--- config.mk ---
export PLATFORM = sky130hd
export DESIGN_NAME = dmda_core
export DESIGN_NICKNAME = d
export VERILOG_FILES = /design/src/design/dmda_pkg.sv /design/src/design/dmda_core.sv
export SDC_FILE = /design/constraint.sdc
export NUM_CORES = 1
export LEC_CHECK = 0
export ABC_AREA = 0
export ABC_CLOCK_PERIOD_IN_PS = 4900
export BUFFER_PORTS_ARGS = -buffer_cell sky130_fd_sc_hd__buf_2
export CAP_MARGIN = 20
export CORE_MARGIN = 3
export CORE_UTILIZATION = 52
export CTS_CLUSTER_DIAMETER = 40
export CTS_CLUSTER_SIZE = 14
export DETAILED_ROUTE_END_ITERATION = 10
export PLACE_DENSITY_LB_ADDON = 0.05
export RECOVER_POWER = 100
export SLEW_MARGIN = 5
export SYNTH_ARGS = -nofsm -noshare
export SYNTH_HDL_FRONTEND = slang
export SYNTH_SLANG_ARGS = --single-unit
export TNS_END_PERCENT = 30
--- constraint.sdc ---
create_clock -name core_clk -period 4.9 [get_ports core_clk]
set_clock_uncertainty 0.2 [all_clocks]
set_input_delay 1.225 -clock core_clk [delete_from_list [all_inputs] [get_ports core_clk]]
set_output_delay 1.225 -clock core_clk [all_outputs]
set_load 0.02 [all_outputs]
--- src/design/dmda_pkg.sv ---
/*
 * Shared constants and types for the mem_to_mem descriptor and arbitration block.
 * Assumes a single core clock domain and a plain strobe register port.
 */
package dmda_pkg;

    // Channel register offsets, relative to the channel base
    localparam logic [31:0] OFF_CTRL  = 32'h0000_0000;
    localparam logic [31:0] OFF_ISTAT = 32'h0000_0004;
    localparam logic [31:0] OFF_IMASK = 32'h0000_0008;
    localparam logic [31:0] OFF_STAT  = 32'h0000_000c;
    localparam logic [31:0] OFF_BC0   = 32'h0000_0010;
    localparam logic [31:0] OFF_BC1   = 32'h0000_0014;
    localparam logic [31:0] OFF_SB0   = 32'h0000_0018;
    localparam logic [31:0] OFF_SB1   = 32'h0000_001c;
    localparam logic [31:0] OFF_SC0   = 32'h0000_0024;
    localparam logic [31:0] OFF_SC1   = 32'h0000_0028;
    localparam logic [31:0] OFF_DB0   = 32'h0000_002c;
    localparam logic [31:0] OFF_DB1   = 32'h0000_0030;
    localparam logic [31:0] OFF_DC1   = 32'h0000_003c;
    localparam logic [31:0] OFF_DC0   = 32'h0000_0044;

    // Global registers at absolute addresses
    localparam logic [31:0] ADDR_PRIO = 32'h8000_0380;
    localparam logic [31:0] ADDR_GIS  = 32'h8000_03c0;
    localparam logic [31:0] CH_BASE_DEF = 32'h8000_0000;

    // Field positions
    localparam int CTRL_EN    = 0;
    localparam int CTRL_START = 1;
    localparam int INT_DONE   = 0;
    localparam int INT_NFB    = 1;
    localparam int PRIO_BIT   = 0;
    localparam int GIS_M2M1   = 11;
    localparam int GIS_M2M0   = 10;

    localparam int NUM_M2P = 10;
    localparam int GIS_W   = 12;
    localparam int INT_W   = 2;
    localparam int CNT_W   = 16;

    // One word moves per read/write pair
    localparam logic [31:0]      ADDR_STEP = 32'h0000_0004;
    localparam logic [CNT_W-1:0] CNT_STEP  = 16'h0004;

    typedef enum logic [1:0] {
        DMDA_IDLE, DMDA_STALL, DMDA_MEM_RD, DMDA_MEM_WR
    } dmda_fsm_t;

    typedef struct packed {
        logic [31:0] addr;
        logic [31:0] wdata;
        logic        wr;
        logic        rd;
    } dmda_bus_t;

    typedef struct packed {
        logic        valid;
        logic        write;
        logic [31:0] addr;
        logic [31:0] wdata;
    } dmda_mem_t;

    typedef struct packed {
        dmda_fsm_t                fsm;
        logic                     active;
        logic [1:0]               pend;
        logic [1:0][31:0]         srcBase;
        logic [1:0][31:0]         dstBase;
        logic [1:0][31:0]         srcCur;
        logic [1:0][31:0]         dstCur;
        logic [1:0][CNT_W-1:0]    cnt;
        logic [31:0]              data;
        logic                     enable;
        logic                     start;
        logic                     prioSwap;
        logic [INT_W-1:0]         intStat;
        logic [INT_W-1:0]         intMask;
        dmda_mem_t                mem;
        logic [31:0]              rdata;
    } dmda_state_t;

endpackage : dmda_pkg
--- src/design/dmda_core.sv ---
/*
 * One mem_to_mem channel with double-buffered descriptors, the global
 * interrupt summary and the group priority arbiter.
 * Assumes a memory port that holds a request until it acks, and
 * interrupt register bits of the other channels from the same clock.
 */
// Contract
// - Idle descriptor writable without disturbing transfer
// - Count write loads source pointer, activates buffer unless current one pending
// - Count write loads destination pointer
// - Source pointer keeps post-incremented end address
// - Destination pointer live, keeps post-incremented end
// - Summary bit is OR of channel interrupts
// - Summary stores nothing, clears with channel
// - Summary read-only, upper bits reserved
// - Bit 11 channel one, bit 10 zero
// - Peripheral summary bits pair-swapped
// - Priority bit resets zero, peripherals first
// - Count write alone reuses a descriptor
// - Zero count at trigger stays stalled
`timescale 1ns/1ps

module dmda_core
    import dmda_pkg::*;
#(
    parameter logic [31:0] CH_BASE  = CH_BASE_DEF,
    parameter int          CH_INT_W = INT_W
) (
    input  wire logic                              core_clk,
    input  wire logic                              rst_n,
    input  wire dmda_bus_t                         regBus,
    output logic [31:0]                            regRdata,
    input  wire logic                              m2pReq,
    output logic                                   m2pGnt,
    output dmda_mem_t                              mem,
    input  wire logic                              memAck,
    input  wire logic [31:0]                       memRdata,
    input  wire logic [NUM_M2P-1:0][CH_INT_W-1:0]  m2pIntBits,
    input  wire logic [CH_INT_W-1:0]               m2m1IntBits,
    output logic                                   irq
);

    dmda_state_t       st_reg;
    dmda_state_t       st_next;
    logic              m2mReq;
    logic              m2mGnt;
    logic [GIS_W-1:0]  summary;
    logic              a;

    assign a = st_reg.active;

    // Address match within the channel window
    function automatic logic hit(input logic [31:0] adr, input logic [31:0] off);
        hit = (adr == (CH_BASE + off));
    endfunction : hit

    // Group arbiter between peripheral channels and this channel
    assign m2mReq = ((st_reg.fsm == DMDA_MEM_RD) || (st_reg.fsm == DMDA_MEM_WR))
                    && !st_reg.mem.valid;
    assign m2mGnt = m2mReq && (!m2pReq || st_reg.prioSwap);
    assign m2pGnt = m2pReq && !(m2mReq && st_reg.prioSwap);

    // Global summary: combinational, no storage
    genvar gi;
    generate
        for (gi = 0; gi < NUM_M2P; gi++) begin : g_sum
            assign summary[gi] = |m2pIntBits[gi ^ 1];
        end
    endgenerate
    assign summary[GIS_M2M0] = |st_reg.intStat;
    assign summary[GIS_M2M1] = |m2m1IntBits;

    always_comb begin
        logic [INT_W-1:0] setEv;
        logic [INT_W-1:0] clrEv;
        logic             nb;
        setEv   = '0;
        clrEv   = '0;
        nb      = 1'b0;
        st_next = st_reg;
        st_next.rdata = '0;

        // Register writes
        if (regBus.wr) begin
            if (hit(regBus.addr, OFF_CTRL)) begin
                st_next.enable = regBus.wdata[CTRL_EN];
                st_next.start  = regBus.wdata[CTRL_START];
            end
            if (hit(regBus.addr, OFF_ISTAT)) begin
                clrEv = regBus.wdata[INT_W-1:0];
            end
            if (hit(regBus.addr, OFF_IMASK)) begin
                st_next.intMask = regBus.wdata[INT_W-1:0];
            end
            // Base writes touch only their own descriptor
            if (hit(regBus.addr, OFF_SB0)) begin
                st_next.srcBase[0] = regBus.wdata;
            end
            if (hit(regBus.addr, OFF_SB1)) begin
                st_next.srcBase[1] = regBus.wdata;
            end
            if (hit(regBus.addr, OFF_DB0)) begin
                st_next.dstBase[0] = regBus.wdata;
            end
            if (hit(regBus.addr, OFF_DB1)) begin
                st_next.dstBase[1] = regBus.wdata;
            end
            for (int b = 0; b < 2; b++) begin
                if (hit(regBus.addr, (b == 0) ? OFF_BC0 : OFF_BC1)) begin
                    st_next.cnt[b]    = regBus.wdata[CNT_W-1:0];
                    st_next.srcCur[b] = st_reg.srcBase[b];
                    st_next.dstCur[b] = st_reg.dstBase[b];
                    st_next.pend[b]   = 1'b1;
                    if (!st_reg.pend[a]) begin
                        st_next.active = b[0];
                    end
                end
            end
            if (regBus.addr == ADDR_PRIO) begin
                st_next.prioSwap = regBus.wdata[PRIO_BIT];
            end
        end

        // Register reads, answered next cycle
        if (regBus.rd) begin
            if (hit(regBus.addr, OFF_CTRL)) begin
                st_next.rdata[CTRL_EN]    = st_reg.enable;
                st_next.rdata[CTRL_START] = st_reg.start;
            end
            if (hit(regBus.addr, OFF_ISTAT)) begin
                st_next.rdata[INT_W-1:0] = st_reg.intStat;
            end
            if (hit(regBus.addr, OFF_IMASK)) begin
                st_next.rdata[INT_W-1:0] = st_reg.intMask;
            end
            if (hit(regBus.addr, OFF_STAT)) begin
                st_next.rdata[4:0] = {st_reg.fsm, st_reg.active, st_reg.pend};
            end
            if (hit(regBus.addr, OFF_BC0)) begin
                st_next.rdata[CNT_W-1:0] = st_reg.cnt[0];
            end
            if (hit(regBus.addr, OFF_BC1)) begin
                st_next.rdata[CNT_W-1:0] = st_reg.cnt[1];
            end
            if (hit(regBus.addr, OFF_SB0)) begin
                st_next.rdata = st_reg.srcBase[0];
            end
            if (hit(regBus.addr, OFF_SB1)) begin
                st_next.rdata = st_reg.srcBase[1];
            end
            if (hit(regBus.addr, OFF_SC0)) begin
                st_next.rdata = st_reg.srcCur[0];
            end
            if (hit(regBus.addr, OFF_SC1)) begin
                st_next.rdata = st_reg.srcCur[1];
            end
            if (hit(regBus.addr, OFF_DB0)) begin
                st_next.rdata = st_reg.dstBase[0];
            end
            if (hit(regBus.addr, OFF_DB1)) begin
                st_next.rdata = st_reg.dstBase[1];
            end
            if (hit(regBus.addr, OFF_DC0)) begin
                st_next.rdata = st_reg.dstCur[0];
            end
            if (hit(regBus.addr, OFF_DC1)) begin
                st_next.rdata = st_reg.dstCur[1];
            end
            if (regBus.addr == ADDR_PRIO) begin
                st_next.rdata[PRIO_BIT] = st_reg.prioSwap;
            end
            if (regBus.addr == ADDR_GIS) begin
                st_next.rdata[GIS_W-1:0] = summary;
            end
        end

        // Transfer engine
        unique case (st_reg.fsm)
            DMDA_IDLE: begin
                if (st_reg.enable) begin
                    st_next.fsm = DMDA_STALL;
                end
            end
            DMDA_STALL: begin
                if (!st_reg.enable) begin
                    st_next.fsm = DMDA_IDLE;
                end else if (st_reg.start && st_reg.pend[a]
                             && (st_reg.cnt[a] != '0)) begin
                    st_next.fsm = DMDA_MEM_RD;
                end
            end
            DMDA_MEM_RD: begin
                if (m2mGnt) begin
                    st_next.mem.valid = 1'b1;
                    st_next.mem.write = 1'b0;
                    st_next.mem.addr  = st_reg.srcCur[a];
                end
                if (st_reg.mem.valid && memAck) begin
                    st_next.mem.valid = 1'b0;
                    st_next.data      = memRdata;
                    st_next.srcCur[a] = st_reg.srcCur[a] + ADDR_STEP;
                    st_next.fsm       = DMDA_MEM_WR;
                end
            end
            DMDA_MEM_WR: begin
                if (m2mGnt) begin
                    st_next.mem.valid = 1'b1;
                    st_next.mem.write = 1'b1;
                    st_next.mem.addr  = st_reg.dstCur[a];
                    st_next.mem.wdata = st_reg.data;
                end
                if (st_reg.mem.valid && memAck) begin
                    st_next.mem.valid = 1'b0;
                    st_next.dstCur[a] = st_reg.dstCur[a] + ADDR_STEP;
                    if (st_reg.cnt[a] > CNT_STEP) begin
                        st_next.cnt[a] = st_reg.cnt[a] - CNT_STEP;
                        st_next.fsm    = DMDA_MEM_RD;
                    end else begin
                        st_next.cnt[a]  = '0;
                        st_next.pend[a] = 1'b0;
                        nb = ~a;
                        if (st_reg.pend[nb] && (st_reg.cnt[nb] != '0)) begin
                            // Switch to the other buffer
                            st_next.active   = nb;
                            setEv[INT_NFB]   = 1'b1;
                            st_next.fsm      = DMDA_MEM_RD;
                        end else begin
                            setEv[INT_DONE] = 1'b1;
                            st_next.start   = 1'b0;
                            st_next.fsm     = DMDA_STALL;
                        end
                    end
                end
            end
        endcase

        // Sticky status: a set in the clearing cycle wins
        st_next.intStat = (st_reg.intStat & ~clrEv) | setEv;
    end

    always_ff @(posedge core_clk) begin
        if (!rst_n) begin
            st_reg <= '0;
        end else begin
            st_reg <= st_next;
        end
    end

    assign regRdata = st_reg.rdata;
    assign mem      = st_reg.mem;
    assign irq      = |(st_reg.intStat & st_reg.intMask);
endmodule : dmda_core

==> key figures <==
Logic synthesis
  – Top_reg_cell synth: dfxtp_1
  – EDFF count, synth: 0
  – Register area share after synthesis: 0.3731
  – Avg Cell Area, Syn: around 8 µm²
  – Synthesized cell area: approximately 23000 µm²
  – Synth Register Bits: 430
  – Synth cell types: 90
  – Synthesized instance count: about 3000
  – Yosys Warn Count: 0
  – Mapped Nets: ~3000
  – Post-synth ARST share: 0

Global routing
  – Initial antenna violation count: 2
  – First-pass GRT wire length: between 100 and 150 mm
  – GRT Util Overall: 0.3773
  – Grt ovf: 0
  – Vias in the first global route: ~21000
  – Largest net degree at the start of global routing: between 100 and 150

Routing
  – Initial DRC Count: ~3500
  – Drt pass-1 iters: 7
  – Antenna-violating nets left: 0
  – Vias: between 20000 and 25000
  – Remaining DRCs: 0
  – Routed WL per cell: 25.39 µm
  – Vias per std cell: 6.496
  – Final WL: between 90 and 100 mm

STA
  – Worst-margin pin slew: 1612 ps
  – RSZ-0062 raised after global routing: false
  – Min Tclk post-route: between 4000 and 5000 ps
  – Min Hold Slack: approximately 250 ps
  – Period utilisation layout: 0.8887
  – Worst slew margin: -0.07472
  – Maximum clock rate: 229.6 MHz
  – Hold Vio Cnt, Final: 0
  – Final slew viol count: 67
  – Final setup vio count: 0
  – Final TNS setup: 0 ps
  – Setup ws final: 545.2 ps

Critical path
  – Critical path class: in -> reg
  – R2R Path End: st_reg[251]
  – Reg-to-reg slack, setup: 570 ps
  – Setup crit end kind: flip-flop
  – CP startpoint kind: input pin
  – Worst R2R Path Depth: 7
  – Crit-path max FO: 32
  – WP data required: ~5200 ps
  – Crit path DAT: roughly 4700 ps
  – R2R Path Start: a

Outcome
  – Failing checks: capacitance limit, slew limit
  – Outcome: complete, but fails checks

Worst hold path
  – WHS Endpoint: mem[20]
  – Worst Hold Path Cells: 2
  – HP Class: reg -> reg
  – Hold_sp: st_reg[125]

Clock tree
  – Worst-skew pair later-pin latency: roughly 610 ps
  – Setup bufs post-CTS: 0
  – Clk slew on worst S/H paths: about 60 ps
  – CTS hold repair buffers: 0
  – Root Driver: clkbuf_16
  – CTS resizes: 0
  – Max clock buf depth: 3
  – CTS tree: built
  – TritonCTS Buffers: between 60 and 70
  – H-tree Lvls: 3
  – CTS Sinks: 430

Layout
  – Nets: a little over 3000
  – Fillers: between 4000 and 5000
  – Final Non-Filler Cells: about 3600
  – Max FFs per register: about 330
  – Final instance area: approximately 26000 µm²
  – Share of cells above drive strength 1: 0.1358
  – P&R area growth vs syn: 13.43%

Power and ir drop
  – Logic gate share of total power: 0.030
  – Pwr Density: between 300 and 400 nW/µm²
  – P_int: 6.807 mW
  – Max IR drop VDD: 0.2624 mV
  – Static Leak: between 8 and 9 nW
  – Switching pwr: around 2.1 mW
  – Flop pwr share: 0.395
  – Switching share of power: 0.2333
  – Clock share of power: 0.576

Floorplanning
  – Starting density of the core: 0.5309
  – Core Area: 43460 µm²
  – I/O Pins: 224
  – Die area: 46930 µm²
  – Row cnt: 76
  – Chip width: 216.6 µm
  – Chip height: 216.6 µm

Place
  – Setup WS pre-CTS: 585.5 ps
  – Port bufs: approximately 220
  – Total placed cells including tap cells: between 3000 and 4000
  – Post-DP HPWL: 65.00 mm
  – Placed instance area: approximately 24000 µm²
  – Final RePlAce weighted congestion: about 1.0

Job
  – Max Cap Violations: 2
==> cells by family after synthesis <==
logic type | share of synthesized area
and+or+nand+nor | 0.2335
AOI/OAI and AO/OA | 0.2190
DFF | 0.3731
buffers and inverters | 0.07593
muxes | 0.07565
xor gates and xnor gates | 0.02012
adders and majority gates | 0.002712
==> critical path: stages <==
cell and delay [ps]:
clkbuf_1 490, nor4b_1 120, clkbuf_1 250, and4_1 320, nand3_2 130, clkbuf_2 930
buf_4 560, nand2_1 90, and3_1 180, a31oi_1 160, o311a_1 180
==> worst max-delay path by stage <==
| stage | end | from | cells past startpoint |
|---|---|---|---|
| floorplan | st_reg[161] | a | 17 |
| global placement | regRdata[10] | regBus[49] | 8 |
| detailed placement | regRdata[10] | regBus[49] | 8 |
| CTS | st_reg[232] | a | 8 |
| global route | st_reg[325] | regBus[57] | 9 |
| finish | st_reg[190] | regBus[40] | 11 |
==> power by group through the flow <==
stage / clock network [mW] / registers [mW] / logic [mW]
final: 5.11 / 3.50 / 0.265
after detailed placement: 0 / 3.58 / 0.259
after CTS: 5.15 / 3.50 / 0.259
after floorplan: 0 / 3.57 / 0.113
after global routing: 5.31 / 3.50 / 0.276
after global placement: 0 / 3.58 / 0.257
==> placed cells by master (no fill, tap or decap), types with 30 or more instances in the layout <==
| master | instances |
|---|---|
| a211oi_1 | 51 |
| dfxtp_1 | 429 |
| a21oi_1 | 324 |
| mux2_2 | 33 |
| nor2_1 | 194 |
| nand2_1 | 638 |
| and3_1 | 30 |
| buf_2 | 120 |
| o21ai_0 | 97 |
| o211ai_1 | 35 |
| clkbuf_16 | 70 |
| clkbuf_1 | 125 |
| xnor2_1 | 34 |
| buf_4 | 55 |
| mux2i_1 | 117 |
| nand3_1 | 69 |
| a22oi_1 | 50 |
| nor3_1 | 38 |
==> cells in the mapped netlist (46+ instances only) <==
library cell  number  share of area
a22oi_1           50          0.016
buf_4            100          0.033
dfxtp_1          430           0.37
nand2_1          638           0.10
buf_2             46          0.010
a21oi_1          324          0.070
o21ai_0           94          0.020
nor2_1           196          0.032
mux2i_1          117          0.051
clkbuf_1         159          0.026
a211oi_1          51          0.017
nand3_1           70          0.015
==> per-stage QoR <==
step	power [mW]	util
finish	8.878	0.6022
detailed placement	3.836	0.5531
global placement	3.835	0.5531
floorplan	3.687	-
CTS	8.910	0.6085
global route	9.084	0.6022
==> layout make-up <==
class                   count  area [µm²]  share of cell area
repair buffers            308        1645             0.06287
inverters                  10       45.04            0.001721
well taps                 585       732.0             0.02797
flip-flops and latches    430        8612              0.3291
multi-input cells        2164       12720              0.4862
diodes                      1       2.502          0.00009562
clock inverters            43       554.3             0.02118
clock buffers              79        1856             0.07090
==> layer usage <==
metal / share of wire / vias up / track usage
met5: 0.00014 / - / 0
met4: 0.036 / 2 / 0.1322
met3: 0.12 / 239 / 0.09997
met2: 0.42 / 1521 / 0.5414
met1: 0.42 / 11260 / 0.5451
li1: - / 10500 / -
Note: power is estimated with default switching activity, not from simulation.
